==> src/rtl/pcw_consts.svh <==
// Constants for the PLL control wrapper: register indices, fields, reset values, timing
//Contract
//Lock output is high while the loop is locked; the user synchronises it.
//General loop reset clears the loop but keeps the pre-divider state.
//Full reset clears the loop and the pre-divider.
//Output b divider reset clears only the output b divider.
//Output c divider reset clears only the output c divider.
//Standby powers the loop down; no output gives a valid clock.
//One primary and three secondary outputs, each with its own phase shift.
//Primary output toggles only while its gate input is high.
//Secondary gates act only while port control of outputs is active.
//Phase source output tells whether phase comes from ports or registers.
//Settings bus transfers happen on edges of the settings bus clock.
//Settings bus reset idles only the bus logic, never stored settings.
//User presents a 5-bit address for every access.
//Write and read data are each 8 bits wide.
//User starts an access with strobe, address valid at the same time.
//Write enable high means write, low means read, during strobe.
//Acknowledge marks access completion; read data valid with acknowledge.
//User holds request stable until acknowledge, then drops strobe.
`ifndef PCW_CONSTS_SVH
`define PCW_CONSTS_SVH

`define PCW_ADDR_W 5
`define PCW_DATA_W 8
`define PCW_NUM_REGS 32
`define PCW_NUM_OUTS 4

`define PCW_REG_DIV0 5'h00
`define PCW_REG_PHASE0 5'h04
`define PCW_REG_CTRL 5'h08
`define PCW_REG_PREDIV 5'h09
`define PCW_REG_STATUS 5'h0a

`define PCW_CTRL_PHASE_REG_BIT 0
`define PCW_CTRL_PORT_GATE_BIT 1
`define PCW_STATUS_LOCK_BIT 0
`define PCW_STATUS_STDBY_BIT 1

`define PCW_DIV_RESET 8'h01
`define PCW_CTRL_RESET 8'h02
`define PCW_PREDIV_RESET 8'h01

`define PCW_CLOCK_NS 10
`define PCW_LOCK_TIME_NS 1000
`define PCW_LOCK_CYCLES ((`PCW_LOCK_TIME_NS + `PCW_CLOCK_NS - 1) / `PCW_CLOCK_NS)

`endif

==> src/rtl/pcw_pkg.sv <==
// Types shared by the PLL control wrapper modules
`default_nettype none
package pcw_pkg;
	typedef enum logic [2:0] {
		PCW_BUS_IDLE = 3'b001,
		PCW_BUS_ACK = 3'b010,
		PCW_BUS_DONE = 3'b100
	} pcw_bus_e;

	typedef logic [7:0] pcw_byte_t;

	typedef struct packed {
		logic strobe;
		logic write;
		logic [4:0] addr;
		pcw_byte_t wdata;
	} pcw_bus_req_s;

	typedef struct packed {
		pcw_byte_t cnt;
		logic tog;
		logic clk;
	} pcw_div_s;

	typedef struct packed {
		pcw_bus_e bus;
		logic bclk;
		logic ack;
		pcw_byte_t rdata;
		logic [31:0][7:0] regs;
		pcw_byte_t pre_cnt;
		logic [15:0] lock_cnt;
		logic locked;
	} pcw_top_s;
endpackage
`default_nettype wire

==> src/rtl/pcw_out_div.sv <==
// One output clock divider with phase start, local reset and gated output
`default_nettype none
module pcw_out_div (
	input wire logic clock_i,
	input wire logic rst_b_i,
	input wire logic run_i,
	input wire logic div_rst_i,
	input wire logic gate_i,
	input wire pcw_pkg::pcw_byte_t ratio_i,
	input wire pcw_pkg::pcw_byte_t phase_i,
	output logic clk_o
);
	import pcw_pkg::*;

	pcw_div_s s_q;
	pcw_div_s s_d;

	always_comb
	begin
		s_d = s_q;
		if (!run_i || div_rst_i)
		begin
			// Phase offset is the counter start, so outputs realign on reset
			s_d.cnt = (phase_i <= ratio_i) ? phase_i : 8'h00;
			s_d.tog = 1'b0;
		end
		else if (s_q.cnt >= ratio_i)
		begin
			s_d.cnt = 8'h00;
			s_d.tog = ~s_q.tog;
		end
		else
		begin
			s_d.cnt = s_q.cnt + 8'h01;
		end
		// Gate registered to keep the output glitch free
		s_d.clk = s_d.tog & gate_i & run_i & ~div_rst_i;
	end

	always_ff @(posedge clock_i)
	begin
		if (!rst_b_i)
		begin
			s_q <= '0;
		end
		else
		begin
			s_q <= s_d;
		end
	end

	assign clk_o = s_q.clk;
endmodule
`default_nettype wire

==> src/rtl/pcw_top.sv <==
// PLL control wrapper: resets, standby, lock, output gating and settings bus
`include "pcw_consts.svh"
`default_nettype none
module pcw_top #(
	parameter int LOCK_CYCLES = `PCW_LOCK_CYCLES
) (
	input wire logic clock_i,
	input wire logic rst_b_i,
	input wire logic loop_reset_i,
	input wire logic full_reset_with_prediv_i,
	input wire logic out_b_divider_reset_i,
	input wire logic out_c_divider_reset_i,
	input wire logic standby_i,
	input wire logic primary_out_gate_i,
	input wire logic secondary_a_gate_i,
	input wire logic secondary_b_gate_i,
	input wire logic secondary_c_gate_i,
	input wire logic [3:0][7:0] phase_port_i,
	input wire logic settings_bus_clock_i,
	input wire logic settings_bus_reset_i,
	input wire logic settings_bus_strobe_i,
	input wire logic settings_bus_write_i,
	input wire logic [`PCW_ADDR_W-1:0] settings_bus_addr_i,
	input wire pcw_pkg::pcw_byte_t settings_bus_wdata_i,
	output pcw_pkg::pcw_byte_t settings_bus_rdata_o,
	output logic settings_bus_ack_o,
	output logic lock_o,
	output logic phase_source_indicator_o,
	output logic primary_out_clock_o,
	output logic secondary_out_clock_a_o,
	output logic secondary_out_clock_b_o,
	output logic secondary_out_clock_c_o
);
	import pcw_pkg::*;

	pcw_top_s s_q;
	pcw_top_s s_d;
	pcw_bus_req_s req;
	logic bclk_rise;
	logic loop_rst;
	logic run;
	logic port_gate;
	logic [3:0] gate;
	logic [3:0] div_rst;
	logic [3:0] clk_out;
	logic [3:0][7:0] phase_sel;

	assign req = '{strobe: settings_bus_strobe_i, write: settings_bus_write_i,
		addr: settings_bus_addr_i, wdata: settings_bus_wdata_i};
	assign bclk_rise = settings_bus_clock_i & ~s_q.bclk;
	assign loop_rst = loop_reset_i | full_reset_with_prediv_i;
	assign run = s_q.locked & ~standby_i & ~loop_rst;
	assign port_gate = s_q.regs[`PCW_REG_CTRL][`PCW_CTRL_PORT_GATE_BIT];

	always_comb
	begin
		s_d = s_q;
		s_d.bclk = settings_bus_clock_i;
		// Pre-divider keeps its count through the general loop reset
		if (full_reset_with_prediv_i)
		begin
			s_d.pre_cnt = 8'h00;
		end
		else if (s_q.pre_cnt >= s_q.regs[`PCW_REG_PREDIV])
		begin
			s_d.pre_cnt = 8'h00;
		end
		else
		begin
			s_d.pre_cnt = s_q.pre_cnt + 8'h01;
		end
		if (loop_rst || standby_i)
		begin
			s_d.lock_cnt = 16'h0000;
			s_d.locked = 1'b0;
		end
		else if (s_q.lock_cnt >= 16'(LOCK_CYCLES))
		begin
			s_d.locked = 1'b1;
		end
		else
		begin
			s_d.lock_cnt = s_q.lock_cnt + 16'h0001;
		end
		if (settings_bus_reset_i)
		begin
			// Bus logic only; settings stay as written
			s_d.bus = PCW_BUS_IDLE;
			s_d.ack = 1'b0;
		end
		else if (bclk_rise)
		begin
			unique case (s_q.bus)
				PCW_BUS_IDLE:
				begin
					if (req.strobe)
					begin
						if (req.write && req.addr != `PCW_REG_STATUS)
						begin
							s_d.regs[req.addr] = req.wdata;
						end
						else if (req.addr == `PCW_REG_STATUS)
						begin
							s_d.rdata = {6'h00, standby_i, s_q.locked};
						end
						else
						begin
							s_d.rdata = s_q.regs[req.addr];
						end
						s_d.ack = 1'b1;
						s_d.bus = PCW_BUS_ACK;
					end
				end
				PCW_BUS_ACK:
				begin
					s_d.ack = 1'b0;
					s_d.bus = PCW_BUS_DONE;
				end
				PCW_BUS_DONE:
				begin
					// Wait for strobe release so one access is taken once
					if (!req.strobe)
					begin
						s_d.bus = PCW_BUS_IDLE;
					end
				end
			endcase
		end
	end

	always_ff @(posedge clock_i)
	begin
		if (!rst_b_i)
		begin
			s_q.bus <= PCW_BUS_IDLE;
			// High after reset, so a bus clock already high is not taken as a rise
			s_q.bclk <= 1'b1;
			s_q.ack <= 1'b0;
			s_q.rdata <= 8'h00;
			for (int i = 0; i < `PCW_NUM_REGS; i++)
			begin
				s_q.regs[i] <= 8'h00;
			end
			for (int i = 0; i < `PCW_NUM_OUTS; i++)
			begin
				s_q.regs[`PCW_REG_DIV0 + i] <= `PCW_DIV_RESET;
			end
			s_q.regs[`PCW_REG_CTRL] <= `PCW_CTRL_RESET;
			s_q.regs[`PCW_REG_PREDIV] <= `PCW_PREDIV_RESET;
			s_q.pre_cnt <= 8'h00;
			s_q.lock_cnt <= 16'h0000;
			s_q.locked <= 1'b0;
		end
		else
		begin
			s_q <= s_d;
		end
	end

	assign phase_source_indicator_o = s_q.regs[`PCW_REG_CTRL][`PCW_CTRL_PHASE_REG_BIT];
	assign gate[0] = primary_out_gate_i;
	// Secondary gates ignored while the outputs are not under port control
	assign gate[1] = secondary_a_gate_i | ~port_gate;
	assign gate[2] = secondary_b_gate_i | ~port_gate;
	assign gate[3] = secondary_c_gate_i | ~port_gate;
	assign div_rst[0] = 1'b0;
	assign div_rst[1] = 1'b0;
	assign div_rst[2] = out_b_divider_reset_i;
	assign div_rst[3] = out_c_divider_reset_i;

	genvar g;
	generate
		for (g = 0; g < `PCW_NUM_OUTS; g++)
		begin : gen_out
			assign phase_sel[g] = phase_source_indicator_o ? s_q.regs[`PCW_REG_PHASE0 + g] : phase_port_i[g];
			pcw_out_div u_div (
				.clock_i(clock_i),
				.rst_b_i(rst_b_i),
				.run_i(run),
				.div_rst_i(div_rst[g]),
				.gate_i(gate[g]),
				.ratio_i(s_q.regs[`PCW_REG_DIV0 + g]),
				.phase_i(phase_sel[g]),
				.clk_o(clk_out[g])
			);
		end
	endgenerate

	assign primary_out_clock_o = clk_out[0];
	assign secondary_out_clock_a_o = clk_out[1];
	assign secondary_out_clock_b_o = clk_out[2];
	assign secondary_out_clock_c_o = clk_out[3];
	assign lock_o = s_q.locked;
	assign settings_bus_ack_o = s_q.ack;
	assign settings_bus_rdata_o = s_q.rdata;
endmodule
`default_nettype wire

==> config.mk <==
export PLATFORM = sky130hd
export DESIGN_NAME = pcw_top
export DESIGN_NICKNAME = d
export VERILOG_FILES = /design/src/rtl/pcw_pkg.sv /design/src/rtl/pcw_out_div.sv /design/src/rtl/pcw_top.sv
export VERILOG_INCLUDE_DIRS = /design/src /design/src/rtl
export SDC_FILE = /design/constraint.sdc
export NUM_CORES = 1
export LEC_CHECK = 0
export BUFFER_PORTS_ARGS = -buffer_cell sky130_fd_sc_hd__buf_2
export CAP_MARGIN = 20
export CORE_MARGIN = 2
export CORE_UTILIZATION = 35
export CTS_BUF_LIST = sky130_fd_sc_hd__clkbuf_4
export DETAILED_ROUTE_END_ITERATION = 8
export PLACE_DENSITY = 0.55
export SYNTH_ARGS = -nofsm -noshare
export SYNTH_HDL_FRONTEND = slang
export SYNTH_SLANG_ARGS = --single-unit
==> constraint.sdc <==
create_clock -name clock_i -period 3.2 [get_ports clock_i]
set_input_delay 0.32 -clock clock_i [delete_from_list [all_inputs] [get_ports clock_i]]
set_output_delay 0.32 -clock clock_i [all_outputs]
set_load 0.01 [all_outputs]
==> results.json <==
{
  "netlist_top_cells_area": "dfxtp_1 41%, mux2i_1 13%, ha_1 5.5%, nand3_1 5.5%, nand2_1 5.1%",
  "dr_wl_met2_um": 22400,
  "fp-row-count": 78,
  "synth_cells": 1794,
  "wl_per_cell_um": 19.6,
  "die_h_um": 217,
  "yosys.area.top_type": "dfxtp_1",
  "synth-seq-cells": 324,
  "clk_path_buf_depth": 3,
  "syn-num-nets": 1924,
  "drc": 0,
  "outcome": "finished, final reports clean",
  "grt_pass1_wl_um": 79500,
  "finalSetupTns_ns": 0,
  "via_per_inst": 5.30,
  "wirelength_um": 51600,
  "final_nets": 2080,
  "portBuffers": 74,
  "cts_max_level": 3,
  "power.density_mw_per_mm2": 465,
  "die_area_mm2": 0.0472,
  "insertion_delay_ns": 0.80,
  "grt_pass1_vias": 13700,
  "hold_path_class": "input pin to flop",
  "arrival_ns": 3.64,
  "yosysTopAreaCellShare_pct": 40.8,
  "gr-usage-all-layers_pct": 21.9,
  "finalClockSkew_ns": 0.0389,
  "firstDrtPassIters": 6,
  "tightest_slew_ns": 0.734,
  "slew_headroom_pct": 51.0,
  "min_period_over_period_pct": 91.8,
  "ios": 75,
  "gp_congestion": 0.958,
  "ys_warn_count": 0,
  "whs_endpoint": "s_q[11]",
  "drt-initial-drc-count": 1096,
  "critPathKind": "flop to flop",
  "rsz0062_at_grt": "false",
  "synth_area_mm2": 0.0159,
  "fmax_ghz": 0.341,
  "synth_most_common_cell": "dfxtp_1",
  "cp-end-kind": "flop",
  "period_minus_slack_ns": 2.94,
  "met3WireLength_um": 3660,
  "setup_viol": 0,
  "clkTransAtPathRegs_ns": 0.07,
  "ant_nets": 0,
  "cp_max_fo": 22,
  "clockRootBuffer": "clkbuf_4",
  "overflow": 0,
  "drive_gt1_share_pct": 15.7,
  "finalHoldViolCount": 0,
  "synthDistinctLibCells": 59,
  "drv_slew": 0,
  "cts_made_buffers": 93,
  "fp.dieW_um": 217,
  "stdcell_area_mm2": 0.0188,
  "wl_met1_um": 24300,
  "avgSynthCellArea_um2": 8.87,
  "antenna_found_initial": 6,
  "clock-sinks": 324,
  "routed.top_layer": "met5",
  "dpl_cell_area_mm2": 0.0170,
  "r2r_slack_ns": 0.26,
  "hpwl_um": 35900,
  "startpoint_type": "flop",
  "start_util_pct": 35.3,
  "synthTopCellsByCount": "324 x dfxtp_1, 216 x nand2_1, 204 x mux2i_1",
  "irDropWorstVdd_mv": 0.203,
  "timing.rr.end": "gen_out[0].u_div.s_q[9]",
  "synth-edff-count": 0,
  "core_mm2": 0.0451,
  "async_flop_share_pct": 0,
  "hp-start": "loop_reset_i",
  "cap_viol_max_count": 0,
  "ys_seq_area_share_pct": 40.8,
  "cp.required_ns": 3.90,
  "fill_cells": 4551,
  "dominantRegCellSynth": "dfxtp_1",
  "hold_depth": 4,
  "num_vias": 13900,
  "power_leakage_nw": 7.16,
  "r2r_cells": 10,
  "area_growth_pct": 18.0,
  "cts_tree": "built",
  "grt_max_degree": 90
}
==> per-stage QoR <==
stage / hold WS, ns / util [%] / cells / setup slack [ns] / power [mW]
3_3_place_gp: 0.442 / 37.7 / 2400 / 0.404 / 4.75
5_1_grt: 0.0392 / 41.6 / 2628 / 0.0113 / 9.11
3_5_place_dp: 0.444 / 37.7 / 2400 / 0.338 / 4.76
6_report: 0.0899 / 41.6 / 2628 / 0.264 / 8.72
2_1_floorplan: 0.399 / - / 1794 / 0.185 / 4.54
4_1_cts: 0.0139 / 41.6 / 2624 / 0.310 / 8.82
==> metal layers <==
metal / GRT usage, % / vias to the layer above
met5: 0 / -
met4: 7.47 / 6
met3: 5.44 / 96
met2: 33.0 / 505
met1: 30.4 / 6572
li1: - / 6745
==> power breakdown <==
group / total (mW) / internal (mW) / switching, mW
combinational: 0.657 / 0.266 / 0.391
clock: 3.99 / 2.18 / 1.82
sequential: 4.07 / 4.05 / 0.0211
total: 8.72 / 6.49 / 2.23
==> kinds of logic (layout without fill, tap and decap cells) <==
| logic type | Yosys count | in the layout | synth area share (%) |
|---|---|---|---|
| xor gates and xnor gates | 31 | 31 | 1.71 |
| and+or+nand+nor | 608 | 608 | 19.3 |
| DFF | 324 | 324 | 40.8 |
| buffers and inverters | 185 | 415 | 4.84 |
| muxes | 218 | 218 | 13.8 |
| other | 0 | 4 | 0 |
| AOI/OAI and AO/OA | 358 | 358 | 14.1 |
| adders and majority gates | 70 | 70 | 5.50 |
==> timing repair <==
action	in CTS	in global routing
buffers inserted	0	0
gates resized for setup	0	0
hold buffers	55	0
hold endpoints to repair	101	0
==> layout by cell type, fill, tap and decap left out, drive strengths merged, types with 12 or more instances in the layout <==
| cell type | n |
|---|---|
| dfxtp | 324 |
| nand2 | 217 |
| mux2i | 204 |
| nand3 | 176 |
| clkbuf | 142 |
| o21ai | 140 |
| buf | 133 |
| o22ai | 80 |
| ha | 70 |
| nor2b | 68 |
| a21boi | 61 |
| inv | 61 |
| dlygate4sd3 | 55 |
| nor2 | 32 |
| xnor2 | 22 |
| clkinv | 22 |
| and3 | 19 |
| nor4 | 19 |
| a21oi | 18 |
| and2 | 16 |
| a22o | 15 |
| mux2 | 14 |
| nand4 | 14 |
| nor3 | 13 |
| nand2b | 12 |
==> how the worst max path moves through the flow <==
stage | start | end | depth (start not counted) | slack (ns)
final | flop | gen_out[0].u_div.s_q[9] | 10 | 0.26
after global routing | flop | gen_out[0].u_div.s_q[7] | 10 | 0.01
after CTS | flop | gen_out[0].u_div.s_q[9] | 10 | 0.31
after detailed placement | flop | gen_out[0].u_div.s_q[9] | 10 | 0.34
after global placement | settings_bus_addr_i[1] | settings_bus_rdata_o[0] | 8 | 0.40
after floorplan | flop | gen_out[2].u_div.s_q[2] | 11 | 0.19
==> worst max-delay path: stages, from the launching register on <==
cell and delay (ns):
dfxtp_2 0.73, buf_4 0.32, mux2i_1 0.26, inv_1 0.07
ha_1 0.29, a21oi_1 0.15, nor2_1 0.05, a211oi_1 0.25
a22oi_1 0.10, nand3b_1 0.35, o22ai_1 0.26
==> area by class of cell <==
type / count / area (um2) / area share, %
Multi-Input combinational cell: 1285 / 8660 / 46.1
Tap cell: 600 / 751 / 4.00
Timing Repair Buffer: 188 / 1430 / 7.60
Clock inverter: 27 / 158 / 0.840
Sequential cell: 324 / 6490 / 34.6
Clock buffer: 142 / 1070 / 5.68
Antenna cell: 4 / 10.0 / 0.0533
Inverter: 58 / 218 / 1.16
Power figures use the tool's default switching activity.
